<file path="config.mk">
export PLATFORM = sky130hd
export DESIGN_NAME = prsd_core
export DESIGN_NICKNAME = d
export VERILOG_FILES = /design/src/rtl/prsd_pkg.sv /design/src/rtl/prsd_core.sv
export SDC_FILE = /design/constraint.sdc
export NUM_CORES = 1
export LEC_CHECK = 0
export ABC_AREA = 1
export BUFFER_PORTS_ARGS = -buffer_cell sky130_fd_sc_hd__clkbuf_2
export CAP_MARGIN = 20
export CORE_MARGIN = 10
export CORE_UTILIZATION = 58
export CTS_BUF_LIST = sky130_fd_sc_hd__clkbuf_8
export DETAILED_ROUTE_END_ITERATION = 8
export PLACE_DENSITY = 0.85
export SLEW_MARGIN = 15
export SYNTH_ARGS = -nofsm -noshare
export SYNTH_HDL_FRONTEND = slang
export SYNTH_SLANG_ARGS = --single-unit
export TNS_END_PERCENT = 5
</file>
<file path="constraint.sdc">
create_clock -name i_sys_clk -period 2.8 [get_ports i_sys_clk]
set_clock_uncertainty 0.05 [all_clocks]
set_input_delay 0.28 -clock i_sys_clk [delete_from_list [all_inputs] [get_ports i_sys_clk]]
set_output_delay 0.28 -clock i_sys_clk [all_outputs]
set_load 0.05 [all_outputs]
</file>
<file path="src/rtl/prsd_pkg.sv">
// constants and types of the reference select and divider block
package prsd_pkg;
	localparam logic [7:0] PRSD_ADDR_R_LO = 8'h11;
	localparam logic [7:0] PRSD_ADDR_R_HI = 8'h12;
	localparam logic [7:0] PRSD_ADDR_PRESC = 8'h16;
	localparam logic [7:0] PRSD_ADDR_BIAS = 8'h18;
	localparam logic [7:0] PRSD_ADDR_SYNC = 8'h19;
	localparam logic [7:0] PRSD_ADDR_MON = 8'h1b;
	localparam logic [7:0] PRSD_ADDR_REFSEL = 8'h1c;
	localparam logic [7:0] PRSD_ADDR_CNT = 8'h1d;
	localparam logic [7:0] PRSD_ADDR_A = 8'h13;
	localparam logic [7:0] PRSD_ADDR_B_LO = 8'h14;
	localparam logic [7:0] PRSD_ADDR_B_HI = 8'h15;
	localparam logic [7:0] PRSD_RST_REG = 8'h00;
	// fields of the reference select control register
	localparam int PRSD_SEL_DIFF = 0;
	localparam int PRSD_SEL_PRIMARY_REFERENCE_EN = 1;
	localparam int PRSD_SEL_SECONDARY_REFERENCE_EN = 2;
	localparam int PRSD_SEL_MANUAL_SECONDARY_REFERENCE = 3;
	localparam int PRSD_SEL_USE_PIN = 4;
	localparam int PRSD_SEL_AUTO = 5;
	localparam int PRSD_SEL_PREFER_SECONDARY_REFERENCE = 6;
	localparam int PRSD_SEL_DEGLITCH = 7;
	// fields of the counter control register
	localparam int PRSD_CNT_RST_AB = 0;
	localparam int PRSD_CNT_RST_RAB = 1;
	localparam int PRSD_CNT_PLL_PD = 2;
	localparam int PRSD_CNT_XTAL = 3;
	localparam int PRSD_CNT_DOUBLER = 4;
	localparam int PRSD_CNT_STATUS_SW = 5;
	localparam int PRSD_CNT_PD_PRIMARY_REFERENCE = 6;
	localparam int PRSD_CNT_PD_SECONDARY_REFERENCE = 7;
	localparam int PRSD_BIAS_LOW = 7;
	localparam int PRSD_SYNC_EN_HI = 7;
	localparam int PRSD_SYNC_EN_LO = 6;
	localparam int PRSD_R_W = 14;
	localparam int PRSD_B_W = 13;
	localparam int PRSD_A_W = 6;
	localparam logic [2:0] PRSD_SYNC_CNT = 3'h1;
	// synchroniser reset value: sync pin idles high, so no false edge
	localparam logic [6:0] PRSD_PIN_IDLE = 7'h02;
	typedef enum logic [2:0] {
		PRSD_FD1 = 3'h0, PRSD_DM2 = 3'h1, PRSD_DM4 = 3'h2, PRSD_DM8 = 3'h3,
		PRSD_DM16 = 3'h4, PRSD_DM32 = 3'h5, PRSD_FD2 = 3'h6, PRSD_FD3 = 3'h7
	} prsd_presc_type;
	typedef enum logic [1:0] {
		PRSD_ST_RUN = 2'h0, PRSD_ST_HOLD = 2'h1, PRSD_ST_WAIT = 2'h2
	} prsd_sw_type;
	typedef struct packed {
		logic wr;
		logic [7:0] addr;
		logic [7:0] wdata;
	} prsd_bus_type;
	typedef struct packed {
		logic diff_pd_n;
		logic primary_reference_pd_n;
		logic secondary_reference_pd_n;
		logic xtal_amp_en;
		logic bias_low;
		logic doubler_en;
	} prsd_ana_type;
	typedef struct packed {
		logic [7:0] r_lo, r_hi, presc, bias, sync, mon, refsel, cnt, a, b_lo,
			b_hi;
		logic secondary_reference_sel;
		prsd_sw_type sw;
		logic [2:0] sync_pipe;
		logic [PRSD_R_W-1:0] r_cnt;
		logic r_out;
		logic [PRSD_B_W-1:0] b_cnt;
		logic [PRSD_A_W-1:0] a_cnt;
		logic [5:0] p_cnt;
		logic n_out;
		logic [7:0] rdata;
		prsd_ana_type ana;
	} prsd_state_type;
endpackage

</file>
<file path="src/rtl/prsd_core.sv">
// reference select, switchover, and R / N dividers of the PLL
// Function
// all reference inputs come out of reset disabled
// reference type follows the control register at 0x1c
// optional doubler of the reference frequency
// bit 7 of 0x18 lowers single-ended bias offset
// single-ended buffers off on pll down, own power down, or diff mode
// differential receiver off unless selected and pll powered
// crystal amplifier runs only with its enable bit
// manual ref choice by register or by the select pin
// host ensures target clock present or disables deglitch first
// revertive auto switch: monitor high selects secondary, low returns
// status pin may command switch; secondary may be preferred
// deglitch blocks misaligned edges after a switch; bit 7 clears it
// no nonrevertive automatic mode exists
// 14-bit reference divider, 0 and 1 divide by one
// R output and N output feed the detector inputs
// R divider reset by shared bit and by sync
// feedback ratio is P times B plus A
// prescaler modes FD 1/2/3 and DM 2..32 from 0x16[2:0]
// fixed divide modes ignore A
// ratios from 1 up to 262175 reachable
// host keeps B at least 3 or bypass, A not above B
// B of one bypasses, ratio is the prescaler alone
// dedicated A/B reset plus shared reset, neither self-clearing
// sync pin reset gated by 0x19[7:6], off after reset
// counters held at start count while reset bits set
`timescale 1ns/1ps
module prsd_core
	import prsd_pkg::*;
(
	input wire logic i_sys_clk,
	input wire logic i_arst_n,
	input wire prsd_bus_type i_bus,
	output logic [7:0] o_rdata,
	input wire logic i_primary_reference_clk,
	input wire logic i_secondary_reference_clk,
	input wire logic i_ref_sel_pin,
	input wire logic i_ref_monitor_pin,
	input wire logic i_status_pin,
	input wire logic i_sync_n,
	input wire logic i_fb_clk,
	output logic o_ref_active2,
	output logic o_pfd_ref,
	output logic o_pfd_fb,
	output prsd_ana_type o_ana
);
	prsd_state_type q, d;
	// two-stage synchronisers for every pin input
	logic [6:0] s1_q, s2_q, s3_q;
	always_ff @(posedge i_sys_clk or negedge i_arst_n) begin
		if (!i_arst_n) begin
			s1_q <= PRSD_PIN_IDLE;
			s2_q <= PRSD_PIN_IDLE;
			s3_q <= PRSD_PIN_IDLE;
		end else begin
			s1_q <= {i_primary_reference_clk, i_secondary_reference_clk, i_ref_sel_pin, i_ref_monitor_pin,
				i_status_pin, i_sync_n, i_fb_clk};
			s2_q <= s1_q;
			s3_q <= s2_q;
		end
	end
	logic primary_reference_s, secondary_reference_s, sel_s, mon_s, stat_s, sync_n_s, fb_s;
	logic primary_reference_p, secondary_reference_p, fb_p;
	assign {primary_reference_s, secondary_reference_s, sel_s, mon_s, stat_s, sync_n_s, fb_s} = s2_q;
	assign primary_reference_p = s3_q[6];
	assign secondary_reference_p = s3_q[5];
	assign fb_p = s3_q[0];

	function automatic logic [5:0] presc_val(input logic [2:0] m);
		case (m)
			PRSD_FD1: presc_val = 6'h01;
			PRSD_DM2: presc_val = 6'h02;
			PRSD_DM4: presc_val = 6'h04;
			PRSD_DM8: presc_val = 6'h08;
			PRSD_DM16: presc_val = 6'h10;
			PRSD_DM32: presc_val = 6'h20;
			PRSD_FD2: presc_val = 6'h02;
			PRSD_FD3: presc_val = 6'h03;
			default: presc_val = 6'h01;
		endcase
	endfunction

	function automatic logic is_dm(input logic [2:0] m);
		is_dm = (m >= PRSD_DM2) && (m <= PRSD_DM32);
	endfunction

	logic want_secondary_reference, ref_edge, ref_rise, sync_hit, r_hold, ab_hold;
	logic [PRSD_R_W-1:0] r_div;
	logic [PRSD_B_W-1:0] b_div;
	logic [5:0] p_val;
	logic dm, diff_mode;

	always_comb begin
		d = q;
		diff_mode = q.refsel[PRSD_SEL_DIFF];
		dm = is_dm(q.presc[2:0]);
		p_val = presc_val(q.presc[2:0]);
		r_div = {q.r_hi[5:0], q.r_lo};
		b_div = {q.b_hi[4:0], q.b_lo};
		// selection: auto is always revertive, no latch on backup; see
		if (q.refsel[PRSD_SEL_AUTO]) begin

			want_secondary_reference = (q.cnt[PRSD_CNT_STATUS_SW] ? stat_s : mon_s)
				^ q.refsel[PRSD_SEL_PREFER_SECONDARY_REFERENCE];
		end else if (q.refsel[PRSD_SEL_USE_PIN]) begin
			want_secondary_reference = sel_s;
		end else begin
			want_secondary_reference = q.refsel[PRSD_SEL_MANUAL_SECONDARY_REFERENCE];
		end
		ref_rise = q.secondary_reference_sel ? (secondary_reference_s & ~secondary_reference_p) : (primary_reference_s & ~primary_reference_p);
		// deglitch: after a change, wait for a low and then a rising edge on new ref, then resume
		case (q.sw)
			PRSD_ST_RUN: begin
				if (want_secondary_reference != q.secondary_reference_sel) begin
					d.secondary_reference_sel = want_secondary_reference;
					d.sw = q.refsel[PRSD_SEL_DEGLITCH] ? PRSD_ST_HOLD
						: PRSD_ST_RUN;
				end
			end
			PRSD_ST_HOLD: begin
				// target clock absent keeps us in HOLD or WAIT until the deglitch bit is cleared; see
				if (!(q.secondary_reference_sel ? secondary_reference_s : primary_reference_s))
					d.sw = PRSD_ST_WAIT;
				if (!q.refsel[PRSD_SEL_DEGLITCH])
					d.sw = PRSD_ST_RUN;
			end
			PRSD_ST_WAIT: begin
				if (ref_rise || !q.refsel[PRSD_SEL_DEGLITCH])
					d.sw = PRSD_ST_RUN;
			end
			default: d.sw = PRSD_ST_RUN;
		endcase
		// doubler counts both edges; see
		ref_edge = (q.sw == PRSD_ST_RUN) && !diff_mode ? (ref_rise ||
			(q.cnt[PRSD_CNT_DOUBLER] && (q.secondary_reference_sel ?
			(~secondary_reference_s & secondary_reference_p) : (~primary_reference_s & primary_reference_p)))) : 1'b0;
		if (diff_mode)
			ref_edge = (primary_reference_s & ~primary_reference_p) || (q.cnt[PRSD_CNT_DOUBLER] &&
				(~primary_reference_s & primary_reference_p));
		// sync pin reset only when enabled; see
		d.sync_pipe = {q.sync_pipe[1:0], ~sync_n_s};
		sync_hit = q.sync_pipe[0] && !q.sync_pipe[1] &&
			q.sync[PRSD_SYNC_EN_HI] && q.sync[PRSD_SYNC_EN_LO];
		r_hold = q.cnt[PRSD_CNT_RST_RAB];
		ab_hold = q.cnt[PRSD_CNT_RST_RAB] || q.cnt[PRSD_CNT_RST_AB];
		// reference divider; see
		if (r_hold || sync_hit) begin
			d.r_cnt = '0;
			d.r_out = 1'b0;
		end else if (ref_edge) begin
			if (r_div <= 14'h0001) begin
				d.r_out = 1'b1; // divide by one passes every edge
			end else if (q.r_cnt >= r_div - 14'h0001) begin
				d.r_cnt = '0;
				d.r_out = 1'b1;
			end else begin
				d.r_cnt = q.r_cnt + 14'h0001;
				d.r_out = 1'b0;
			end
		end else begin
			d.r_out = 1'b0;
		end
		// feedback divider N = P*B + A; see
		// one-cycle pulse, the detector counts edges; see
		d.n_out = 1'b0;
		if (ab_hold || sync_hit) begin
			d.p_cnt = '0;
			d.b_cnt = '0;
			d.a_cnt = '0;
			d.n_out = 1'b0;
		end else if (fb_s && !fb_p) begin
			d.n_out = 1'b0;
			// one prescaler period lasts P, or P+1 in DM modes while A not exhausted and B is above one
			if (q.p_cnt + 6'h01 >= p_val + {5'h00, dm &&
				(q.a_cnt < q.a[PRSD_A_W-1:0]) && (b_div > 13'h0001)}) begin
				d.p_cnt = '0;
				if (dm && q.a_cnt < q.a[PRSD_A_W-1:0])
					d.a_cnt = q.a_cnt + 6'h01;
				if (b_div <= 13'h0001 ||
					q.b_cnt + 13'h0001 >= b_div) begin
					d.b_cnt = '0;
					d.a_cnt = '0;
					d.n_out = 1'b1;
				end else begin
					d.b_cnt = q.b_cnt + 13'h0001;
				end
			end else begin
				d.p_cnt = q.p_cnt + 6'h01;
			end
		end
		// analog controls; see
		d.ana.diff_pd_n = diff_mode && !q.cnt[PRSD_CNT_PLL_PD];
		d.ana.primary_reference_pd_n = !diff_mode && !q.cnt[PRSD_CNT_PLL_PD] &&
			q.refsel[PRSD_SEL_PRIMARY_REFERENCE_EN] && !q.cnt[PRSD_CNT_PD_PRIMARY_REFERENCE];
		d.ana.secondary_reference_pd_n = !diff_mode && !q.cnt[PRSD_CNT_PLL_PD] &&
			q.refsel[PRSD_SEL_SECONDARY_REFERENCE_EN] && !q.cnt[PRSD_CNT_PD_SECONDARY_REFERENCE];
		d.ana.xtal_amp_en = diff_mode && q.cnt[PRSD_CNT_XTAL];
		d.ana.bias_low = q.bias[PRSD_BIAS_LOW];
		d.ana.doubler_en = q.cnt[PRSD_CNT_DOUBLER];
		// register writes; reset bits stay until written zero
		if (i_bus.wr) begin
			case (i_bus.addr)
				PRSD_ADDR_R_LO: d.r_lo = i_bus.wdata;
				PRSD_ADDR_R_HI: d.r_hi = i_bus.wdata;
				PRSD_ADDR_A: d.a = i_bus.wdata;
				PRSD_ADDR_B_LO: d.b_lo = i_bus.wdata;
				PRSD_ADDR_B_HI: d.b_hi = i_bus.wdata;
				PRSD_ADDR_PRESC: d.presc = i_bus.wdata;
				PRSD_ADDR_BIAS: d.bias = i_bus.wdata;
				PRSD_ADDR_SYNC: d.sync = i_bus.wdata;
				PRSD_ADDR_MON: d.mon = i_bus.wdata;
				PRSD_ADDR_REFSEL: d.refsel = i_bus.wdata;
				PRSD_ADDR_CNT: d.cnt = i_bus.wdata;
				default: d.rdata = q.rdata;
			endcase
		end
		case (i_bus.addr)
			PRSD_ADDR_R_LO: d.rdata = q.r_lo;
			PRSD_ADDR_R_HI: d.rdata = q.r_hi;
			PRSD_ADDR_A: d.rdata = q.a;
			PRSD_ADDR_B_LO: d.rdata = q.b_lo;
			PRSD_ADDR_B_HI: d.rdata = q.b_hi;
			PRSD_ADDR_PRESC: d.rdata = q.presc;
			PRSD_ADDR_BIAS: d.rdata = q.bias;
			PRSD_ADDR_SYNC: d.rdata = q.sync;
			PRSD_ADDR_MON: d.rdata = {q.mon[7:1], q.secondary_reference_sel};
			PRSD_ADDR_REFSEL: d.rdata = q.refsel;
			PRSD_ADDR_CNT: d.rdata = q.cnt;
			default: d.rdata = 8'h00;
		endcase
	end

	always_ff @(posedge i_sys_clk or negedge i_arst_n) begin
		if (!i_arst_n)
			q <= '0;
		else
			q <= d;
	end

	assign o_rdata = q.rdata;
	assign o_ref_active2 = q.secondary_reference_sel;
	assign o_pfd_ref = q.r_out;
	assign o_pfd_fb = q.n_out;
	assign o_ana = q.ana;
endmodule

</file>
# Yosys cells after proc, flatten, opt, wreduce, memory -nomap -nowiden
# Memories as Yosys holds them, arrays and structs flattened.
# Cells that the tools add are included.
[word_totals]
romBits = 48
out_inout_bits = 17
register_bits = 169
word_cells = 156
inputBits = 26
mem_count = 1
[memory_table]
columns = ["memory", "depth", "width", "rd", "rd_ports_with_merged_regs", "write_ports", "line", "source"]
rows = [
  ["(name not given)", 8, 6, 1, 0, 0, "prsd_core.sv:71", "case (m)"],
]
[classes]
bitwise = 10
mux = 30
magnitude_cmp = 9
n_addsub = 6
n_reduce_logical = 52
eq_ne = 18
[ops]
columns = ["operator", "n"]
rows = [
  ["$eq A8 B5 Y1 const B", 11],
  ["$pmux W8 S11", 1],
  ["$mux W26", 2],
  ["$mux W15", 2],
  ["$mux W14", 2],
  ["$reduce_and A2 Y1", 14],
  ["$mux W19", 1],
  ["$mux W6", 3],
  ["$logic_and A1 B1 Y1", 17],
  ["$add A14 B1 Y14 const B", 1],
  ["$ge A14 B14 Y1", 1],
  ["$le A14 B1 Y1 const B", 1],
  ["$sub A14 B1 Y14 const B", 1],
  ["$add A13 B1 Y13 const B", 1],
  ["$ge A13 B13 Y1", 1],
  ["$gt A13 B1 Y1 const B", 1],
  ["$le A13 B1 Y1 const B", 1],
  ["$mux W1", 13],
  ["$mux W13", 1],
  ["$add A6 B1 Y6 const B", 2],
  ["$mux W2", 4],
  ["$logic_not A1 Y1", 7],
  ["$logic_or A1 B1 Y1", 7],
  ["$add A6 B1 Y6", 1],
  ["other kinds (17)", 29],
]

# Longest topological paths before layout
[depth]
ltp_word = 9
mapped_depth = 21
mapped_depth_nobuf = 21

# Worst setup path after synthesis
# No wires, ideal clock.
[synth_path]
kind = "flip-flop to flip-flop"
start = "register q[24] in the netlist's numbering"
end = "register q[29] in the netlist's numbering"
stages_incl_launch_ff = 20
setup_time_ps = 65
path_buffers = 1
period_less_slack_ps = 2847
t_required_ps = 2685
arrival_time_ps = 2733
path_slack_ps = -47
path_cell_list = "dfrtp_1 > ha_1 > a21oi_1 > o21a_1 > nand3_1 > nor2_1 > ha_1 > ha_1 > xnor2_1 > inv_1 > ha_1 > nand2_1 > nor2_1 > o21ai_0 > nand2_1 > nand3_1 > nor2_4 > buf_4 > nand3_1 > nand2_1"
[synth_via]
elab_chain_cells = 7
[synth_rtl]
columns = ["item", "line", "source"]
rows = [
  ["start, declared", "prsd_core.sv:48", "prsd_state_type q, d;"],
  ["start signal, assigned", "prsd_core.sv:236", "q <= '0;"],
  ["start signal, assigned", "prsd_core.sv:238", "q <= d;"],
  ["$lt A6 B6 Y1", "prsd_core.sv:176", "(q.a_cnt < q.a[PRSD_A_W-1:0]) && (b_div > 13'h0001)}) begin"],
  ["$logic_and A1 B1 Y1", "prsd_core.sv:175", "if (q.p_cnt + 6'h01 >= p_val + {5'h00, dm &&"],
  ["$logic_and A1 B1 Y1", "prsd_core.sv:176", ""],
  ["$add A6 B1 Y6", "prsd_core.sv:175", ""],
  ["$ge A6 B6 Y1", "prsd_core.sv:175", ""],
  ["$reduce_bool A2 Y1 (no line)", "-", ""],
  ["$reduce_and A2 Y1 (no line)", "-", ""],
]
# Every way passes these cells.
# A chain may end at the register's enable or synchronous reset.

# Final worst setup path
[layout_path]
start = "register q[22] in the netlist's numbering"
end = "register q[33] in the netlist's numbering"
# Same word-level chain as after synthesis.

==> impl_metrics.ini <==
[outcome]
status = finished with violations
violations = negative setup slack

[worst_hold_path]
hp-class = in -> reg

[global_routing]
use_met3_pct = 4.07
busiest_layer = met2
grt_pass1_wl_mm = 35.8
grt_max_degree = 94
grt_pass1_vias = 7416
grtUsageTotal_pct = 21.6
overflow = 0
antenna_found_initial = 0
grt_use_met1_pct = 27.3
grt_util_met2_pct = 35.8

[setup_path]
endpoint_kind = flip-flop
critPathSlowestCell = dfrtp_1
critical_path.startpoint = q[22]
crit_path_start_kind = flip-flop
cpMostUsedCell = o21ai_1
worst-setup-path-type = reg -> reg
reg2reg_to = q[33]
crit_required_ns = 3.15
cp_slowest_stage_delay_ns = 0.40
reg2reg_slack_ns = -0.21
worstRegToRegCells = 19
path_delay_family = adder cells
crit_buf_inv = 2
cp_max_fo = 17
endpoint = q[33]
path_cells = ha_1, a21boi_1, o21ai_1, nand3_2, nor2_2, ha_2, ha_4, xnor2_2, inv_1, ha_2, nand2_1, nor2_1, o21ai_1, nand2_1, nand3_2, nor2_4, buf_12, nand3_1, o21ai_1
timing.rr.start = q[22]
cp_data_arrival_time_ns = 3.37
cp_num_cells = 19

[synthesis]
synth_simple_gate_area_share_pct = 23.1
synth_warnings = 0
yosys.area_share.xor_xnor_pct = 4.00
synth_cell_types = 43
ys_seq_area_share_pct = 45.8
synth.avg_cell_area_um2 = 8.24
synth_top_family_by_area = simple AND/OR/NAND/NOR gates
syn_inst = 1088
synth-adder-area-share_pct = 6.42
syn_nets = 1160
synth-compound-area-share_pct = 11.9
syn_area_um2 = 8970
muxShareOfSynthArea_pct = 0
ys_seq_elements = 164

[die]
dieWidth_um = 144
dieArea_um2 = 20800
core.rowCount = 45
pin_count = 43
die_h_um = 144
start_util_pct = 59.0
core_um2 = 15200

[pwr]
powerDensity_nw_per_um2 = 560
peakVddDrop_mv = 0.500
leakage_nw = 5.18

[sta]
rsz0062_at_grt = yes
fmax_ghz = 0.332
setup_ws_ns = -0.214
setup_violations = 27
slew_viol_final = 0
period_share_pct = 108
slew_headroom_pct = 60.1
tightestPinTransition_ns = 0.598
min_period_ns = 3.01
hold_violations = 0

[finish]
fin_util_pct = 67.4
final_cell_mix = 249 x nand2_1, 162 x dfrtp_1, 124 x inv_1, 62 x nor2_1, 60 x o21ai_0
fill_cells = 1160
final_common_cell = nand2_1
drive_above_1_share_pct = 18.7
area_delta_synth_final_pct = 14.2
n_antenna_cell = 0
nets = 1248
fin_area_um2 = 10200

[cts]
cts_buffers = 17
cts_sinks = 164
clk_pin_slew_ns = 0.11
cts-htree-levels = 4
cts_tree = done
clockRootBuffer = clkbuf_8
cts_max_path_buffers = 2
clk_latency_ns = 0.48

[route]
routed_via_density = 5.63
vias = 7753
route.detailed.drc = 0
dr.pass1.iters = 6
routedWlPerCell_um = 15.9
drt_iter0_drc = 659
ant_nets = 0
wirelength_mm = 21.9

[placed_design]
port_buffers = 42
place_area_um2 = 9580
dpl.hpwl_mm = 15.6
gp_congestion = 0.941

[run]
drv_cap = 0
==> registers in the layout, summed over array words and instances, names as in the netlist <==
name / cells
b_div: 13
d: 4
diff_mode: 1
o_ana: 6
o_pfd_fb: 1
o_pfd_ref: 1
o_rdata: 8
o_ref_active2: 1
q: 112
s1_q: 7
s2_q: 7
s3_q: 3
==> repair_timing <==
| item | CTS | global route |
|---|---|---|
| pin swaps | 1 | 12 |
| gates resized for setup | 15 | 33 |
| hold endpoints to repair | 56 | 0 |
| endpoints found under the setup margin | 29 | 41 |
| hold buffers | 8 | 0 |
| setup buffers | 2 | 5 |
==> worst register-to-register path: cells and delay by family, from the launching register on <==
family	cells	cell delay, ns
adder cells (fa/ha/maj)	4	0.95
AND/OR/NAND/NOR	8	0.78
AO/OA/AOI/OAI	4	0.43
flip-flops	1	0.40
buffers and inverters	2	0.23
XOR/XNOR	1	0.12
==> synth_stat cells, drive strengths merged <==
cell type	instances	area share [%]
o21a	3	0.25
nand3b	3	0.25
inv	145	6.1
o211ai	1	0.084
a221oi	1	0.098
and2	1	0.070
nand2	275	12
nor2	76	3.8
o21ai	124	7.2
nand3	58	3.2
clkbuf	11	0.46
and3	1	0.070
xnor2	7	0.68
buf	28	2.2
o21bai	3	0.25
a21oi	29	1.6
ha	46	6.4
a211oi	4	0.33
nor3	24	1.4
a21boi	2	0.29
o31ai	1	0.084
dfstp	2	0.59
a22o	6	0.59
dfrtp	162	45
nor4	1	0.070
o22ai	16	1.1
nand4	24	2.0
xor2	34	3.3
==> how the worst min path moves through the flow <==
| stage | from | endpoint | slack (ns) | depth (start not counted) |
|---|---|---|---|---|
| floorplan | i_arst_n | b_div[0] | -0.07 | 0 |
| global placement | i_arst_n | q[54] | 0.22 | 1 |
| detailed placement | i_arst_n | q[54] | 0.22 | 1 |
| CTS | i_bus[6] | b_div[6] | 0.24 | 3 |
| global route | i_bus[2] | q[87] | 0.27 | 3 |
| finish | i_bus[5] | q[90] | 0.26 | 3 |
==> power by group <==
| group | internal (mW) | switching, mW | total [mW] | leakage (nW) |
|---|---|---|---|---|
| registers | 2.50 | 0.131 | 2.64 | 2.22 |
| clock network | 0.683 | 1.01 | 1.70 | 0.197 |
| logic | 0.552 | 0.855 | 1.41 | 2.76 |
| total | 3.74 | 2.00 | 5.74 | 5.18 |
==> cell families after synthesis <==
group / after synthesis
XOR/XNOR: 41
adder cells (fa/ha/maj): 46
AND/OR/NAND/NOR: 463
flip-flops: 164
buffers and inverters: 184
AO/OA/AOI/OAI: 190
==> stage by stage <==
stage / hold slack [ns] / power [mW] / setup TNS [ns] / cells / worst slack, ns
floorplan: -0.0656 / 3.51 / 0 / 1088 / 0.0269
global placement: 0.221 / 3.88 / -2.28 / 1330 / -0.156
detailed placement: 0.217 / 3.95 / -5.72 / 1330 / -0.315
CTS: 0.244 / 5.66 / -2.42 / 1372 / -0.144
global route: 0.270 / 6.00 / -10.44 / 1377 / -0.353
finish: 0.256 / 5.74 / -3.88 / 1377 / -0.214
==> final cells by class <==
class	count	area [µm²]	area share, %
clock inverters	14	129	1.26
flip-flops and latches	164	4110	40.1
well taps	188	235	2.30
inverters	145	544	5.32
clock buffers	18	248	2.42
repair buffers	108	761	7.43
multi-input cells	740	4220	41.2
==> layer usage <==
metal / up-vias / share of wire, %
li1: 3710 / -
met2: 300 / 49
met4: 0 / 2.7
met5: - / 0
met1: 3677 / 43
met3: 66 / 5.7
No activity file was read; power rests on OpenSTA's default activity.
